<file path="src/core/io_space_defs.svh">
`ifndef IO_SPACE_DEFS_SVH
`define IO_SPACE_DEFS_SVH
`define IO_BASE_IN_DATA 10'h020
`define IO_DATA_LAST 10'h05F
`define IO_BIT_LIMIT 6'h20
`define A_SER_BAUD 6'h09
`define A_SER_CTRL 6'h0A
`define A_SER_STAT 6'h0B
`define A_PD_IN 6'h10
`define A_PD_DIR 6'h11
`define A_PD_OUT 6'h12
`define A_PC_OUT 6'h13
`define A_PB_IN 6'h16
`define A_PB_DIR 6'h17
`define A_PB_OUT 6'h18
`define A_PA_IN 6'h19
`define A_PA_DIR 6'h1A
`define A_PA_OUT 6'h1B
`define A_WDT_CTRL 6'h21
`define A_CAP_LO 6'h24
`define A_CAP_HI 6'h25
`define A_CMPB_LO 6'h28
`define A_CMPB_HI 6'h29
`define A_CMPA_LO 6'h2A
`define A_CMPA_HI 6'h2B
`define A_T1_LO 6'h2C
`define A_T1_HI 6'h2D
`define A_T1_CTLB 6'h2E
`define A_T1_CTLA 6'h2F
`define A_T0_CNT 6'h32
`define A_T0_CTRL 6'h33
`define A_MCU_CTRL 6'h35
`define A_TIM_FLAGS 6'h38
`define A_TIM_MASK 6'h39
`define A_EXT_FLAGS 6'h3A
`define A_EXT_MASK 6'h3B
`define A_SP_LO 6'h3D
`define A_SP_HI 6'h3E
`define A_STATUS 6'h3F
`define REG_RESET 8'h00
`endif

</file>
<file path="src/core/io_space_pkg.sv">
package io_space_pkg;
  // operation issued by the core in one cycle
  typedef enum logic [2:0] {
    OP_NONE,
    OP_IN,
    OP_OUT,
    OP_BIT_SET,
    OP_BIT_CLEAR,
    OP_SKIP_SET,
    OP_SKIP_CLEAR
  } io_op_t;
endpackage

</file>
<file path="src/core/io_space_register_decoder.sv">
`timescale 1ns/1ps
`default_nettype none
`include "io_space_defs.svh"
module io_space_register_decoder (
  input wire logic CLK_IN, // 20 MHz system clock
  input wire logic RSTN_IN, // async reset, active low
  input wire io_space_pkg::io_op_t OP_IN, // I/O-instruction operation
  input wire logic [5:0] IO_ADDR_IN, // I/O address 0x00..0x3F
  input wire logic [2:0] BIT_SEL_IN, // bit index for bit ops
  input wire logic [7:0] WDATA_IN, // byte from working register
  input wire logic DM_WE_IN, // data-memory write strobe
  input wire logic DM_RE_IN, // data-memory read strobe
  input wire logic [9:0] DM_ADDR_IN, // data-memory address
  input wire logic [7:0] PA_PINS_IN, // port A pins (async)
  input wire logic [7:0] PB_PINS_IN, // port B pins (async)
  input wire logic [7:0] PD_PINS_IN, // port D pins (async)
  input wire logic [7:0] SER_STAT_HW_IN, // serial status from uart
  input wire logic [15:0] CAPTURE_IN, // captured count from timer
  output logic [7:0] RDATA_OUT, // read byte, registered
  output logic DM_HIT_OUT, // data address maps into I/O space
  output logic SKIP_OUT, // skip next instruction, registered
  output logic [7:0] PA_OUT_OUT, // port A output latch
  output logic [7:0] PA_DIR_OUT, // port A direction
  output logic [7:0] PB_OUT_OUT, // port B output latch
  output logic [7:0] PB_DIR_OUT, // port B direction
  output logic [7:0] PC_OUT_OUT, // port C output latch
  output logic [7:0] PD_OUT_OUT, // port D output latch
  output logic [7:0] PD_DIR_OUT, // port D direction
  output logic [7:0] SER_BAUD_OUT, // serial baud divisor
  output logic [7:0] SER_CTRL_OUT, // serial control
  output logic [15:0] CMPA_OUT, // compare A value
  output logic [15:0] CMPB_OUT, // compare B value
  output logic [7:0] STATUS_OUT // status flags
);

  // ************************************************
  // address resolution
  // ************************************************

  // map a data address onto an I/O address by removing the alias offset
  function automatic logic [5:0] dm_to_io(input logic [9:0] a);
    logic [9:0] d;
    d = a - `IO_BASE_IN_DATA;
    return d[5:0];
  endfunction

  logic dm_hit;
  logic [5:0] dm_io;
  logic io_op;
  logic [5:0] addr;
  logic wr_en;
  logic rd_en;
  logic [7:0] wr_byte;
  logic [7:0] cur;

  // usb registers sit far above this window, so they never hit here
  assign dm_hit = (DM_ADDR_IN >= `IO_BASE_IN_DATA) && (DM_ADDR_IN <= `IO_DATA_LAST);
  assign dm_io = dm_to_io(DM_ADDR_IN);
  assign DM_HIT_OUT = dm_hit;
  assign io_op = (OP_IN != io_space_pkg::OP_NONE);
  // instruction path wins; it uses the raw I/O address
  assign addr = io_op ? IO_ADDR_IN : dm_io;

  // ************************************************
  // input synchronisers
  // ************************************************

  logic [7:0] pa_s1_r, pa_s2_r, pb_s1_r, pb_s2_r, pd_s1_r, pd_s2_r;

  // two stages because pins change with no regard to our clock
  always_ff @(posedge CLK_IN or negedge RSTN_IN) begin
    if (!RSTN_IN) begin
      pa_s1_r <= `REG_RESET;
      pa_s2_r <= `REG_RESET;
      pb_s1_r <= `REG_RESET;
      pb_s2_r <= `REG_RESET;
      pd_s1_r <= `REG_RESET;
      pd_s2_r <= `REG_RESET;
    end else begin
      pa_s1_r <= PA_PINS_IN;
      pa_s2_r <= pa_s1_r;
      pb_s1_r <= PB_PINS_IN;
      pb_s2_r <= pb_s1_r;
      pd_s1_r <= PD_PINS_IN;
      pd_s2_r <= pd_s1_r;
    end
  end

  // ************************************************
  // register file
  // ************************************************

  logic [7:0] regs_r [0:63];
  logic [63:0] writable;

  // 1 marks a location that holds a software-written byte
  always_comb begin
    writable = '0;
    writable[`A_SER_BAUD] = 1'b1;
    writable[`A_SER_CTRL] = 1'b1;
    writable[`A_SER_STAT] = 1'b1;
    writable[`A_PD_DIR] = 1'b1;
    writable[`A_PD_OUT] = 1'b1;
    writable[`A_PC_OUT] = 1'b1;
    writable[`A_PB_DIR] = 1'b1;
    writable[`A_PB_OUT] = 1'b1;
    writable[`A_PA_DIR] = 1'b1;
    writable[`A_PA_OUT] = 1'b1;
    writable[`A_WDT_CTRL] = 1'b1;
    writable[`A_CMPB_LO] = 1'b1;
    writable[`A_CMPB_HI] = 1'b1;
    writable[`A_CMPA_LO] = 1'b1;
    writable[`A_CMPA_HI] = 1'b1;
    writable[`A_T1_LO] = 1'b1;
    writable[`A_T1_HI] = 1'b1;
    writable[`A_T1_CTLB] = 1'b1;
    writable[`A_T1_CTLA] = 1'b1;
    writable[`A_T0_CNT] = 1'b1;
    writable[`A_T0_CTRL] = 1'b1;
    writable[`A_MCU_CTRL] = 1'b1;
    writable[`A_TIM_FLAGS] = 1'b1;
    writable[`A_TIM_MASK] = 1'b1;
    writable[`A_EXT_FLAGS] = 1'b1;
    writable[`A_EXT_MASK] = 1'b1;
    writable[`A_SP_LO] = 1'b1;
    writable[`A_SP_HI] = 1'b1;
    writable[`A_STATUS] = 1'b1;
  end

  // combinational view of every location; unassigned ones read zero
  function automatic logic [7:0] view(input logic [5:0] a, input logic [7:0] stored,
                                      input logic [7:0] pa, input logic [7:0] pb,
                                      input logic [7:0] pd, input logic [7:0] sst,
                                      input logic [15:0] cap, input logic wr_ok);
    logic [7:0] v;
    v = 8'h00;
    case (a)
      `A_PA_IN: v = pa;
      `A_PB_IN: v = pb;
      `A_PD_IN: v = pd;
      `A_CAP_LO: v = cap[7:0];
      `A_CAP_HI: v = cap[15:8];
      `A_SER_STAT: v = stored | sst;
      default: v = wr_ok ? stored : 8'h00;
    endcase
    return v;
  endfunction

  assign cur = view(addr, regs_r[addr], pa_s2_r, pb_s2_r, pd_s2_r, SER_STAT_HW_IN,
                    CAPTURE_IN, writable[addr]);

  // ************************************************
  // write and bit operations
  // ************************************************

  logic bit_ok;
  assign bit_ok = (addr < `IO_BIT_LIMIT);

  // bit ops are a read-modify-write of one bit; others keep their value
  always_comb begin
    wr_en = 1'b0;
    wr_byte = regs_r[addr];
    case (OP_IN)
      io_space_pkg::OP_OUT: begin
        wr_en = 1'b1;
        wr_byte = WDATA_IN;
      end
      io_space_pkg::OP_BIT_SET: begin
        wr_en = bit_ok;
        wr_byte = regs_r[addr] | (8'h01 << BIT_SEL_IN);
      end
      io_space_pkg::OP_BIT_CLEAR: begin
        wr_en = bit_ok;
        wr_byte = regs_r[addr] & ~(8'h01 << BIT_SEL_IN);
      end
      io_space_pkg::OP_NONE: begin
        wr_en = DM_WE_IN && dm_hit;
        wr_byte = WDATA_IN;
      end
      default: begin
        wr_en = 1'b0;
        wr_byte = regs_r[addr];
      end
    endcase
  end

  // writes to read-only or reserved locations are dropped
  always_ff @(posedge CLK_IN or negedge RSTN_IN) begin
    if (!RSTN_IN) begin
      for (int i = 0; i < 64; i++) begin
        regs_r[i] <= `REG_RESET;
      end
    end else if (wr_en && writable[addr]) begin
      regs_r[addr] <= wr_byte;
    end
  end

  // ************************************************
  // read path and skip test
  // ************************************************

  assign rd_en = (OP_IN == io_space_pkg::OP_IN) || (!io_op && DM_RE_IN && dm_hit);

  logic [7:0] rdata_nxt;
  logic skip_nxt;
  logic [7:0] cur_bit_mask;
  assign cur_bit_mask = 8'h01 << BIT_SEL_IN;

  always_comb begin
    rdata_nxt = rd_en ? cur : 8'h00;
    skip_nxt = 1'b0;
    if (bit_ok && OP_IN == io_space_pkg::OP_SKIP_SET) begin
      skip_nxt = |(cur & cur_bit_mask);
    end else if (bit_ok && OP_IN == io_space_pkg::OP_SKIP_CLEAR) begin
      skip_nxt = ~|(cur & cur_bit_mask);
    end
  end

  // answer is registered one cycle after the request
  always_ff @(posedge CLK_IN or negedge RSTN_IN) begin
    if (!RSTN_IN) begin
      RDATA_OUT <= `REG_RESET;
      SKIP_OUT <= 1'b0;
    end else begin
      RDATA_OUT <= rdata_nxt;
      SKIP_OUT <= skip_nxt;
    end
  end

  // ************************************************
  // peripheral outputs
  // ************************************************

  assign PA_OUT_OUT = regs_r[`A_PA_OUT];
  assign PA_DIR_OUT = regs_r[`A_PA_DIR];
  assign PB_OUT_OUT = regs_r[`A_PB_OUT];
  assign PB_DIR_OUT = regs_r[`A_PB_DIR];
  assign PC_OUT_OUT = regs_r[`A_PC_OUT];
  assign PD_OUT_OUT = regs_r[`A_PD_OUT];
  assign PD_DIR_OUT = regs_r[`A_PD_DIR];
  assign SER_BAUD_OUT = regs_r[`A_SER_BAUD];
  assign SER_CTRL_OUT = regs_r[`A_SER_CTRL];
  assign CMPA_OUT = {regs_r[`A_CMPA_HI], regs_r[`A_CMPA_LO]};
  assign CMPB_OUT = {regs_r[`A_CMPB_HI], regs_r[`A_CMPB_LO]};
  assign STATUS_OUT = regs_r[`A_STATUS];

  // ************************************************
  // assertions
  // ************************************************

  property p_out_store;
    @(posedge CLK_IN) disable iff (!RSTN_IN)
    (OP_IN == io_space_pkg::OP_OUT && IO_ADDR_IN == `A_PA_OUT) |=> (PA_OUT_OUT == $past(WDATA_IN));
  endproperty
  a_out_store: assert property (p_out_store) else $error("out lost");

  property p_in_read;
    @(posedge CLK_IN) disable iff (!RSTN_IN)
    (OP_IN == io_space_pkg::OP_IN && IO_ADDR_IN == `A_SER_BAUD) |=> (RDATA_OUT == SER_BAUD_OUT);
  endproperty
  a_in_read: assert property (p_in_read) else $error("in wrong");

  property p_alias;
    @(posedge CLK_IN) disable iff (!RSTN_IN)
    (OP_IN == io_space_pkg::OP_NONE && DM_WE_IN && DM_ADDR_IN == 10'h03A)
      |=> (PA_DIR_OUT == $past(WDATA_IN));
  endproperty
  a_alias: assert property (p_alias) else $error("alias map wrong");

  property p_bit_high_blocked;
    @(posedge CLK_IN) disable iff (!RSTN_IN)
    (OP_IN == io_space_pkg::OP_BIT_SET && IO_ADDR_IN == `A_STATUS) |=> $stable(STATUS_OUT);
  endproperty
  a_bit_high_blocked: assert property (p_bit_high_blocked) else $error("bit op high");

  property p_bit_set;
    @(posedge CLK_IN) disable iff (!RSTN_IN)
    (OP_IN == io_space_pkg::OP_BIT_SET && IO_ADDR_IN == `A_PA_OUT)
      |=> (PA_OUT_OUT == ($past(PA_OUT_OUT) | (8'h01 << $past(BIT_SEL_IN))));
  endproperty
  a_bit_set: assert property (p_bit_set) else $error("bit set wrong");

  property p_skip;
    @(posedge CLK_IN) disable iff (!RSTN_IN)
    (OP_IN == io_space_pkg::OP_SKIP_SET && IO_ADDR_IN == `A_PA_OUT)
      |=> (SKIP_OUT == $past(PA_OUT_OUT[BIT_SEL_IN]));
  endproperty
  a_skip: assert property (p_skip) else $error("skip wrong");

  property p_cmpa;
    @(posedge CLK_IN) disable iff (!RSTN_IN)
    (OP_IN == io_space_pkg::OP_OUT && IO_ADDR_IN == `A_CMPA_HI)
      |=> (CMPA_OUT[15:8] == $past(WDATA_IN));
  endproperty
  a_cmpa: assert property (p_cmpa) else $error("compare high wrong");

  property p_capture;
    @(posedge CLK_IN) disable iff (!RSTN_IN)
    (OP_IN == io_space_pkg::OP_IN && IO_ADDR_IN == `A_CAP_HI)
      |=> (RDATA_OUT == $past(CAPTURE_IN[15:8]));
  endproperty
  a_capture: assert property (p_capture) else $error("capture read wrong");

  property p_unmapped;
    @(posedge CLK_IN) disable iff (!RSTN_IN)
    (OP_IN == io_space_pkg::OP_IN && IO_ADDR_IN == 6'h00) |=> (RDATA_OUT == 8'h00);
  endproperty
  a_unmapped: assert property (p_unmapped) else $error("reserved read nonzero");

  property p_bit_clear;
    @(posedge CLK_IN) disable iff (!RSTN_IN)
    (OP_IN == io_space_pkg::OP_BIT_CLEAR && IO_ADDR_IN == `A_PA_OUT)
      |=> (PA_OUT_OUT == ($past(PA_OUT_OUT) & ~(8'h01 << $past(BIT_SEL_IN))));
  endproperty
  a_bit_clear: assert property (p_bit_clear) else $error("bit clear wrong");

  property p_skip_clear;
    @(posedge CLK_IN) disable iff (!RSTN_IN)
    (OP_IN == io_space_pkg::OP_SKIP_CLEAR && IO_ADDR_IN == `A_PA_OUT)
      |=> (SKIP_OUT != $past(PA_OUT_OUT[BIT_SEL_IN]));
  endproperty
  a_skip_clear: assert property (p_skip_clear) else $error("skip clear wrong");

  // skips above the bit-addressable range must never fire
  property p_skip_high;
    @(posedge CLK_IN) disable iff (!RSTN_IN)
    ((OP_IN == io_space_pkg::OP_SKIP_SET || OP_IN == io_space_pkg::OP_SKIP_CLEAR)
      && IO_ADDR_IN >= `IO_BIT_LIMIT) |=> !SKIP_OUT;
  endproperty
  a_skip_high: assert property (p_skip_high) else $error("skip high fired");

  property p_ro_drop;
    @(posedge CLK_IN) disable iff (!RSTN_IN)
    (OP_IN == io_space_pkg::OP_OUT && IO_ADDR_IN == `A_PA_IN)
      |=> ($stable(PA_OUT_OUT) && $stable(PA_DIR_OUT));
  endproperty
  a_ro_drop: assert property (p_ro_drop) else $error("read-only write leaked");

  property p_dm_read;
    @(posedge CLK_IN) disable iff (!RSTN_IN)
    (OP_IN == io_space_pkg::OP_NONE && DM_RE_IN && DM_ADDR_IN == `IO_DATA_LAST)
      |=> (RDATA_OUT == $past(STATUS_OUT));
  endproperty
  a_dm_read: assert property (p_dm_read) else $error("alias read wrong");

  // usb registers live high in data memory and must stay out of this window
  property p_usb_out;
    @(posedge CLK_IN) disable iff (!RSTN_IN)
    (DM_ADDR_IN > `IO_DATA_LAST) |-> !DM_HIT_OUT;
  endproperty
  a_usb_out: assert property (p_usb_out) else $error("high address hit");

  property p_baud;
    @(posedge CLK_IN) disable iff (!RSTN_IN)
    (OP_IN == io_space_pkg::OP_OUT && IO_ADDR_IN == `A_SER_BAUD)
      |=> (SER_BAUD_OUT == $past(WDATA_IN));
  endproperty
  a_baud: assert property (p_baud) else $error("baud write lost");

  property p_dir;
    @(posedge CLK_IN) disable iff (!RSTN_IN)
    (OP_IN == io_space_pkg::OP_OUT && IO_ADDR_IN == `A_PA_DIR)
      |=> (PA_DIR_OUT == $past(WDATA_IN));
  endproperty
  a_dir: assert property (p_dir) else $error("direction write lost");

  // a write cycle returns no read data, so a stale byte cannot leak out
  property p_out_quiet;
    @(posedge CLK_IN) disable iff (!RSTN_IN)
    (OP_IN == io_space_pkg::OP_OUT) |=> (RDATA_OUT == 8'h00);
  endproperty
  a_out_quiet: assert property (p_out_quiet) else $error("read data on write");

  c_out: cover property (@(posedge CLK_IN) OP_IN == io_space_pkg::OP_OUT);
  c_dm: cover property (@(posedge CLK_IN) DM_WE_IN && dm_hit && OP_IN == io_space_pkg::OP_NONE);
  c_skip: cover property (@(posedge CLK_IN) SKIP_OUT);
  c_bit_high: cover property (@(posedge CLK_IN) OP_IN == io_space_pkg::OP_BIT_SET && !bit_ok);
  c_dm_read: cover property (@(posedge CLK_IN) DM_RE_IN && dm_hit && OP_IN == io_space_pkg::OP_NONE);

endmodule
`default_nettype wire

</file>
<file path="config.mk">
export PLATFORM = sky130hd
export DESIGN_NAME = io_space_register_decoder
export DESIGN_NICKNAME = d
export VERILOG_FILES = /design/src/core/io_space_pkg.sv /design/src/core/io_space_register_decoder.sv
export VERILOG_INCLUDE_DIRS = /design/src /design/src/core
export SDC_FILE = /design/constraint.sdc
export NUM_CORES = 1
export LEC_CHECK = 0
export BUFFER_PORTS_ARGS = -buffer_cell sky130_fd_sc_hd__buf_2
export CELL_PAD_IN_SITES_DETAIL_PLACEMENT = 0
export CELL_PAD_IN_SITES_GLOBAL_PLACEMENT = 1
export CORE_MARGIN = 2
export CORE_UTILIZATION = 44
export CTS_CLUSTER_SIZE = 40
export DETAILED_ROUTE_END_ITERATION = 12
export GPL_TIMING_DRIVEN = 0
export PLACE_DENSITY_LB_ADDON = 0.1
export SYNTH_ARGS = -nofsm -noshare
export SYNTH_HDL_FRONTEND = slang
export SYNTH_SLANG_ARGS = --single-unit
</file>
<file path="constraint.sdc">
create_clock -name CLK_IN -period 2.9 [get_ports CLK_IN]
set_input_delay 0.29 -clock CLK_IN [delete_from_list [all_inputs] [get_ports CLK_IN]]
set_output_delay 0.29 -clock CLK_IN [all_outputs]
set_load 0.1 [all_outputs]
</file>
==> run summary, run 1 <==
The run finished, with violations left. In this run the top signal layer used is met4. The number of storage elements in the synthesis netlist is 569. The total count of hold-check failures in the final report is 0. The area growth from synthesis to layout is 41.5%. The die boundary height was 248 um; the total design power was 21.5 mW.

The first-pass GRT wire length is 153000 um, and the starting density of the core is 44.4%. Across the routed clock network, the largest skew measured is 23.9 ps. The summed instance area of the synthesized netlist is 26100 um2, and the count of synthesis-stage warnings from yosys is 0. In the global route stage, overall resource usage came out at 35.2%. Along the worst path, the maximum fanout reaches 8. Across the run, the number of max-cap violations was 0. After detailed routing, the number of remaining DRC violations is 0. Ranked by total cell area, the synthesized netlist is headed by dfrtp_1 54%, mux2_2 9.5%, clkbuf_1 5.1%.

The number of different library cells used by synthesis comes to 83. Sequential elements use 54.5% of the synthesized area. The tools report the worst-case vdd ir drop as 571 uV. The clock edge transition at the registers on the reported setup and hold paths is 60 ps, and the number of buffers added by the clock tree synthesis step is 67. Setup violations remaining at the end of the flow were counted as 236. The initial antenna violation count was 0.

The tools report the startpoint kind of the worst setup timing path as an input port. Synthesis handed over a netlist of 2372 instances. Setup repair after global routing could not meet its margin everywhere. Worst reg2reg path depth: 12. dfrtp_1 takes more of the synthesized area than any other cell.

The total congestion overflow after global routing came out at 0. The analysis attributes to cell leakage a power of 17.1 nW. Via count of the routed design: 21900.

The worst register-to-register path begins at regs_r[10]$_DFFE_PN0P_. After floorplanning, the core was sized to cover 58900 um2. STA puts the critical path data arrival time at 3980 ps. The number of cells in the finished layout apart from fillers came out at 3723. The run gives 89 as the row count. After detailed routing, the average wire length per cell comes to 28.9 um. The top cell type's share of synthesized area is 54.5%.

The run gives 123 as the largest net degree at the start of global routing. Once placement completed, the tool counted placed cells totaling 3347. Detailed placement finished with a half-perimeter wire length of 70100 um. The tools report the normalized max-slew margin as 26.6%.

The first routing iteration left 2496 violations. The TritonCTS sink count was 569; the number of vias per cell was 5.87. At the end of routability-driven placement, the weighted congestion stood at 0.922. The logs give 0 for the number of antenna-violating nets in the routed design and 5 for the first-pass iteration count of the detailed router.

The depth of the CTS H-tree is 3. Summed over all nets, wire length on met2 after detailed routing comes to 47500 um. Counting flops with an async set or reset pin after synthesis yields a share of 100%. Endpoint class of the critical path: a register.

For the pin with the worst max-slew slack, the measured transition is 1100 ps. The sum of negative setup slack is -109350 ps, and the met3 wire length is 10500 um. The logs give -601 ps for the final worst setup slack and 21200 for the number of global-route vias before repair. Total power per unit cell area: 582 nW/um2. The clock latency of the later-clocked register in the worst-skew pair was 610 ps; the fraction of final layout cells with drive strength greater than 1 was 42.5%. The final wirelength is 108000 um, and the total die area is 61400 um2. A synthesized cell averages 11.0 um2. The worst register-to-register path has a setup slack of -330 ps.

The tightest min-delay check is of the input port to register type. After filler insertion, the fill cell instance count of the layout stands at 4610. The worst setup path is of the input port to register kind. The worst hold path terminates at RDATA_OUT[6]$_DFF_PN0_. The run gives 286 MHz as the achievable clock frequency.

The endpoint identified for the worst register-to-register timing path is regs_r[18]$_DFFE_PN0P_. The count of buffers from port buffering was 194; the number of enable-type register cells in the synthesized netlist was 0. The hold path startpoint was SER_STAT_HW_IN[6].

The final reports fail on negative setup slack. Subtracting the final worst setup slack from the clock period gives 3500 ps. The cell at the root of the clock tree was clkbuf_16. No sink is reached through more buffers than the 3 on the longest clock path.

In the final routing, the length of wire on met1 measures 44300 um. The required time at the worst-slack endpoint is 3380 ps, and the max-slew violation count is 0. Of the available clock period, the critical path in the final layout requires 121%. In the synthesized netlist the dominant register cell turns out to be dfrtp_1.

The width of the chip was 248 um. The cell count of the worst hold path is 4. TritonCTS built the clock tree. After the last flow step, the layout net total stands at 2980.

The top-level I/O count was 204. The tools report the net count after synthesis as 2454.
## logic make-up after synthesis
family                    after synthesis  share of synthesized area [%]
DFF                                   569                           54.5
buffers and inverters                 570                           10.5
muxes                                 308                           13.8
AOI/OAI and AO/OA                     416                           11.3
and+or+nand+nor                       508                           9.86
xor gates and xnor gates                1                         0.0335
## critical path, stage by stage
cell	delay [ps]
buf_8	110
buf_12	130
buf_8	130
nor4b_4	350
nor2_4	80
buf_12	140
buf_12	120
buf_12	120
buf_12	130
buf_12	130
buf_8	120
buf_6	110
a211oi_2	150
o21ai_1	110
a32o_2	270
nor4_4	340
buf_12	190
o211ai_1	90
o21ai_1	130
o22ai_2	120
buf_8	210
buf_12	150
mux2_4	260
## placed cells by master (no fill, tap or decap), types with 25 or more instances in the layout
master	n
nor2_1	32
nand2_1	193
clkbuf_8	41
a21oi_1	60
clkbuf_1	302
buf_12	84
mux2_4	169
mux2_2	52
buf_6	41
buf_8	36
mux2i_1	53
buf_2	198
a32oi_1	28
clkbuf_16	84
o21ai_0	63
a211oi_1	31
nand3_1	74
dfrtp_1	569
nor2_4	38
buf_4	255
dlygate4sd3_1	25
and3_1	48
## how the worst max path moves through the flow
stage	startpoint	endpoint	slack (ps)	depth (start not counted)
detailed placement	OP_IN[2]	PD_OUT_OUT[4]$_DFFE_PN0P_	-3240	14
global route	OP_IN[2]	regs_r[106]$_DFFE_PN0P_	-660	23
CTS	OP_IN[2]	SKIP_OUT$_DFF_PN0_	-530	18
finish	OP_IN[2]	regs_r[18]$_DFFE_PN0P_	-600	23
floorplan	DM_ADDR_IN[5]	CMPB_OUT[2]$_DFFE_PN0P_	-630	11
global placement	RSTN_IN	pd_s1_r[2]$_DFF_PN0_	-10090	1
## flip-flops by register name, summed over array words and instances, names as in the netlist
name and cells:
regs_r 400, CMPA_OUT 16, CMPB_OUT 16, PA_DIR_OUT 8, PA_OUT_OUT 8, PB_DIR_OUT 8, PB_OUT_OUT 8, PC_OUT_OUT 8
PD_DIR_OUT 8, PD_OUT_OUT 8, RDATA_OUT 8, SER_BAUD_OUT 8, SER_CTRL_OUT 8, STATUS_OUT 8, pa_s1_r 8, pa_s2_r 8
pb_s1_r 8, pb_s2_r 8, pd_s1_r 8, pd_s2_r 8, SKIP_OUT 1
## metal layers
layer  track usage, %  vias to the layer above
li1                 -                     9158
met1             48.3                    11300
met2             52.6                     1157
met3             9.65                      263
met4             14.7                        0
met5                0                        -
## layout make-up
cell class	instances	area (um2)	share of cell area, %
Multi-Input combinational cell	1233	11400	30.8
Tap cell	773	967	2.61
Inverter	21	82.6	0.223
Timing Repair Buffer	462	4140	11.2
Sequential cell	569	14200	38.5
Clock inverter	17	199	0.538
Buffer	544	3900	10.6
Antenna cell	1	2.50	0.00677
Clock buffer	103	2080	5.62
## per-stage QoR
step	utilization, %	worst slack, ps	hold WS, ps	instance area (um2)
finish	62.8	-601	80.5	37000
global route	62.8	-665	82.8	37000
CTS	61.5	-533	54.7	36200
detailed placement	49.5	-3240	125	29100
global placement	49.1	-10090	333	28900
floorplan	-	-628	-5.59	27000
## power by group
group | internal (mW) | total, mW | switching (mW)
Clock | 5.29 | 8.74 | 3.46
Combinational | 1.69 | 4.39 | 2.70
Sequential | 8.19 | 8.39 | 0.195
Total | 15.2 | 21.5 | 6.36
## synthesized netlist by cell type (all sizes together) (21+ instances only)
cell    number
a211oi      48
a21oi       64
a32oi       41
and3        50
buf        197
clkbuf     352
dfrtp      569
inv         21
mux2       221
mux2i       67
nand2      202
nand3       78
nor2        74
o21ai       87
## what timing repair did
| action | 4_1_cts | 5_1_grt |
|---|---|---|
| cloned | 12 | 2 |
| buffers inserted | 200 | 35 |
| endpoints found under the setup margin | 241 | 240 |
| hold endpoints to repair | 275 | 0 |
| gates resized for setup | 565 | 124 |
| hold buffers | 25 | 0 |
| pin swaps | 72 | 56 |
Note: power is estimated with default switching activity, not from simulation.
==> inputs of run 2 (changes only) <==
--- a/config.mk
+++ b/config.mk
@@ -6,11 +6,12 @@
 export SDC_FILE = /design/constraint.sdc
 export NUM_CORES = 1
 export LEC_CHECK = 0
+export ABC_AREA = 1
 export BUFFER_PORTS_ARGS = -buffer_cell sky130_fd_sc_hd__buf_2
 export CELL_PAD_IN_SITES_DETAIL_PLACEMENT = 0
 export CELL_PAD_IN_SITES_GLOBAL_PLACEMENT = 1
 export CORE_MARGIN = 2
-export CORE_UTILIZATION = 44
+export CORE_UTILIZATION = 41
 export CTS_CLUSTER_SIZE = 40
 export DETAILED_ROUTE_END_ITERATION = 12
 export GPL_TIMING_DRIVEN = 0
==> run 2 against run 1 <==
The run now ends clean. Final cell count grew 26%. Die area grew 9.8%. First-iteration DRC count shrank 21%. Via count grew 8.4%. Clock power shrank 2.4%. Worst setup slack gained 680 ps. Utilization shrank 11 points. Worst hold slack lost 33 ps. Sequential cell count is the same. Synthesized cell count grew 45%. Fmax grew 24%. Count of clock-buffer cells in the layout shrank 3.
==> run summary, run 2 <==
The final worst setup slack is 79.4 ps (was -601 ps). The biggest area consumer among synthesized cells is dfrtp_1 (unchanged). The clock edge transition at the registers on the reported setup and hold paths is 60 ps (about the same).

For the starting density of the core, the log shows 41.5% (was 44.4%). The sequential fraction of the synthesis area is 53.2% (was 54.5%). Fraction of the cycle the final worst path needs: 97.3% (was 121%).

For the first-pass GRT wire length, the log shows 154000 um (was 153000 um). The achievable clock frequency is 355 MHz (was 286 MHz), and the count of buffers from port buffering is 203 (was 194). The worst-case vdd ir drop came out at 525 uV (was 571 uV). The initial antenna violation count came out at 3 (was 0). The pre-CTS worst setup slack was -2490 ps (was -3240 ps); the number of storage elements in the synthesis netlist was 569 (unchanged). The cell count along the critical path works out to 21 (was 23). The path type of the worst setup path is input port to register (unchanged). The final critical path time including I/O delays and setup was 2820 ps (was 3500 ps).

The tools report the cell area after placement as 29000 um2 (was 29100 um2). The sum of negative setup slack was 0 ps (was -109350 ps); the max-slew violation count was 0 (unchanged). The tools report the total count of hold-check failures in the final report as 0 (unchanged). The run gives 67400 um2 (was 61400 um2) as the total die area.

The logs give 23100 (was 21200) for the number of global-route vias before repair and 51.8% (was 62.8%) for the post-route core utilization. Cells taking the most area after synthesis: dfrtp_1 53%, nand2_1 16%, nand3_1 8.1% (was dfrtp_1 54%, mux2_2 9.5%, clkbuf_1 5.1%). The maximum net fanout on the critical path is 10 (was 8), and the number of design rule violations left after detail routing is 0 (unchanged). The run gives 3390 ps (was 3380 ps) as the required time at the worst-slack endpoint.

The count of nets after finishing was 3879 (was 2980). CP Cell Sequence: buf_2 -> nor2_4 -> nand2_8 -> buf_12 -> o21ai_4 -> buf_12 -> inv_6 -> clkbuf_16 -> buf_8 -> nand2_1 -> nand2_1 -> nand2_2 -> nand2_2 -> nand2_4 -> nand2_2 -> nor2_4 -> nand3_4 -> o21ai_4 -> clkbuf_16 -> clkbuf_16 -> o21ai_1 (was buf_8 -> buf_12 -> buf_8 -> nor4b_4 -> nor2_4 -> buf_12 -> buf_12 -> buf_12 -> buf_12 -> buf_12 -> buf_8 -> buf_6 -> a211oi_2 -> o21ai_1 -> a32o_2 -> nor4_4 -> buf_12 -> o211ai_1 -> o21ai_1 -> o22ai_2 -> buf_8 -> buf_12 -> mux2_4). The die boundary height is 260 um (was 248 um), and the fraction of registers with async set or reset after synthesis is 100% (unchanged).

The routed metal-1 wirelength was 44400 um (was 44300 um). The tools report the count of max-cap constraint violations as 0 (unchanged). The clock tree skew after final layout was 22.5 ps (was 23.9 ps). Slew at the pin closest to its max-slew limit: 820 ps (was 1100 ps). The final design area excluding fillers was 33400 um2 (was 37000 um2); the number of buffers added by the clock tree synthesis step was 67 (unchanged).

The total power per unit cell area was 602 nW/um2 (was 582 nW/um2). The arrival time reported for the critical path endpoint came out at 3310 ps (was 3980 ps). The most instantiated library cell after synthesis was nand2_1 (was dfrtp_1). The number of enable-type register cells in the synthesized netlist came out at 0 (unchanged). The endpoint class of the critical path is a register (unchanged).

Clock latency of the later-clocked register in the worst-skew pair: 630 ps (was 610 ps). The flop-to-flop setup slack is 510 ps (was -330 ps). The count of synthesis-stage warnings from yosys was 0 (unchanged). The logs give 0 (unchanged) for the number of antenna-violating nets in the routed design and 26800 um2 (was 26100 um2) for the summed instance area of the synthesized netlist. The number of buffers and inverters on the critical path came out at 8 (was 13).

The width of the chip was 260 um (was 248 um); the depth of the CTS H-tree was 3 (unchanged). The cell family with the largest share of critical-path delay is buffers and inverters (unchanged). Commonest cells after routing, fill and taps aside: 1138 x nand2_1, 569 x dfrtp_1, 410 x nand3_1 (was 569 x dfrtp_1, 302 x clkbuf_1, 255 x buf_4).

Most used flip-flop cell after synthesis: dfrtp_1 (unchanged). The run gives 3447 (was 2372) as the post-synthesis instance total. The tools report the met3 wire length as 7050 um (was 10500 um). The top-level I/O count is 204 (unchanged), and the final RePlAce weighted congestion is 0.931 (was 0.922). The buffer depth of the longest clock path was 3 (unchanged). The tools report the critical path startpoint as OP_IN[1] (was OP_IN[2]). The delay of the slowest cell on the worst path is 270 ps (was 350 ps), and the number of cells in the finished layout apart from fillers is 4703 (was 3723). For the largest net degree at the start of global routing, the log shows 124 (was 123). Cell at the root of the clock tree: clkbuf_16 (unchanged). Total track usage: 31.4% (was 35.2%).

Total design power: 20.1 mW (was 21.5 mW). Growth of design area from synthesis to finish: 24.8% (was 41.5%). The standby leakage power is 17.3 nW (was 17.1 nW), and the total congestion overflow after global routing is 0 (unchanged). The mean area per synthesized cell was 7.77 um2 (was 11.0 um2). The total of fill cells in the finished design came out at 6370 (was 4610). The standard cell with the maximum stage delay on the critical path is o21ai_4 (was nor4b_4). The core region area is 64500 um2 (was 58900 um2), and the total instance count after detailed placement is 4511 (was 3347). The tools report the worst reg2reg path endpoint as PB_OUT_OUT[5]$_DFFE_PN0P_ (was regs_r[18]$_DFFE_PN0P_).

The worst reg2reg path depth works out to 14 (was 12). The capturing instance or port of the critical path is PA_DIR_OUT[2]$_DFFE_PN0P_ (was regs_r[18]$_DFFE_PN0P_). The number of flip-flops under the largest register name is 400 (unchanged).

The type of the worst min-delay path is input port to register (unchanged). The first-pass iteration count of the detailed router is 8 (was 5). The run gives 50700 um (was 47500 um) as the met2 routed wirelength.

The row count was 93 (was 89). The flow ran to the end, and the final reports show no timing, DRC or antenna violations. The tightest hold margin was 47.0 ps (was 80.5 ps); the fraction of final layout cells with drive strength greater than 1 was 20.3% (was 42.5%). Setup repair after global routing could not meet its margin everywhere. Final count of negative-setup-slack endpoints: 0 (was 236). For the TritonCTS sink count, the log shows 569 (unchanged). TritonCTS built the clock tree.

The most frequent standard cell in the layout excluding fill and tap cells was nand2_1 (was dfrtp_1). The top layer used by detailed routing was met5 (was met4). For the net count after synthesis, the log shows 3529 (was 2454). Routed length per placed instance: 22.7 um (was 28.9 um). The top cell type's share of synthesized area was 53.2% (was 54.5%). For the normalized max-slew margin, the log shows 45.4% (was 26.6%). For the violation count after the first detailed-routing iteration, the log shows 1965 (was 2496). The via count of the routed design came out at 23700 (was 21900). The tools report the startpoint kind of the worst setup timing path as an input port (unchanged).

The final wirelength was 107000 um (was 108000 um). The number of vias per cell came out at 5.04 (was 5.87). HPWL reported at the end of detailed placement: 76600 um (was 70100 um).

Register containing the most flip-flops in the final layout: regs_r (unchanged). The tools report the distinct cell type count of the synthesized netlist as 39 (was 83). List of most frequent post-synthesis cells: 1162 x nand2_1, 569 x dfrtp_1, 435 x nand3_1, 346 x clkbuf_1, 331 x inv_1 (was 569 x dfrtp_1, 352 x clkbuf_1, 220 x mux2_2, 199 x nand2_1, 128 x buf_4).

The start of the worst register-to-register path was CMPB_OUT[5]$_DFFE_PN0P_ (was regs_r[10]$_DFFE_PN0P_).
==> run 2: where the power goes <==
part	switching, mW	total, mW	leakage [nW]	internal (mW)
Clock	3.53	8.53	1.06	5.00
Combinational	2.42	3.34	8.47	0.925
Sequential	0.127	8.24	7.81	8.11
==> run 2: routing by layer <==
metal,vias to the layer above,global-route usage (%)
met5,-,0
met4,2,13.6
met1,11600,40.5
met2,831,51.4
met3,221,6.22
li1,11000,-
==> run 2: cell type report <==
cell class	instances	area (um2)	area share [%]
antenna	1	2.50	0.00749
timing repair buffer	287	1960	5.87
clock inverter	19	213	0.637
inverter	348	1340	4.02
clock buffer	100	1970	5.91
multi-input combinational	1969	9240	27.7
sequential	569	14200	42.6
buffer	555	3360	10.1
tap	855	1070	3.20
==> run 2: worst min-delay path: cells and delay by family <==
family | cells | cell delay (ps)
and+or+nand+nor | 3 | 180
buffers and inverters | 1 | 150
==> run 2: cells by family (layout without fill, tap and decap cells) <==
group | after synthesis | count (layout) | synth area share (%)
and+or+nand+nor | 1691 | 1692 | 26.5
buffers and inverters | 910 | 1309 | 14.9
DFF | 569 | 569 | 53.2
AOI/OAI and AO/OA | 276 | 276 | 5.33
xor gates and xnor gates | 1 | 1 | 0.0327
other | 0 | 1 | 0
==> run 2: what timing repair did <==
action,4_1_cts,5_1_grt
hold endpoints to repair,86,0
hold buffers,25,0
setup endpoints to repair,241,233
gates resized for setup,241,228
gates cloned,0,7
pin swaps,9,36
buffers inserted,11,36
==> run 2: worst min-delay path by stage <==
stage,from,end,depth (start not counted)
after floorplan,RSTN_IN,CMPA_OUT[0]$_DFFE_PN0P_,0
after global placement,pd_s1_r[1]$_DFF_PN0_,pd_s2_r[1]$_DFF_PN0_,0
after detailed placement,RSTN_IN,regs_r[398]$_DFFE_PN0P_,1
after CTS,OP_IN[1],SKIP_OUT$_DFF_PN0_,4
after global routing,OP_IN[1],SKIP_OUT$_DFF_PN0_,4
final,OP_IN[1],SKIP_OUT$_DFF_PN0_,4
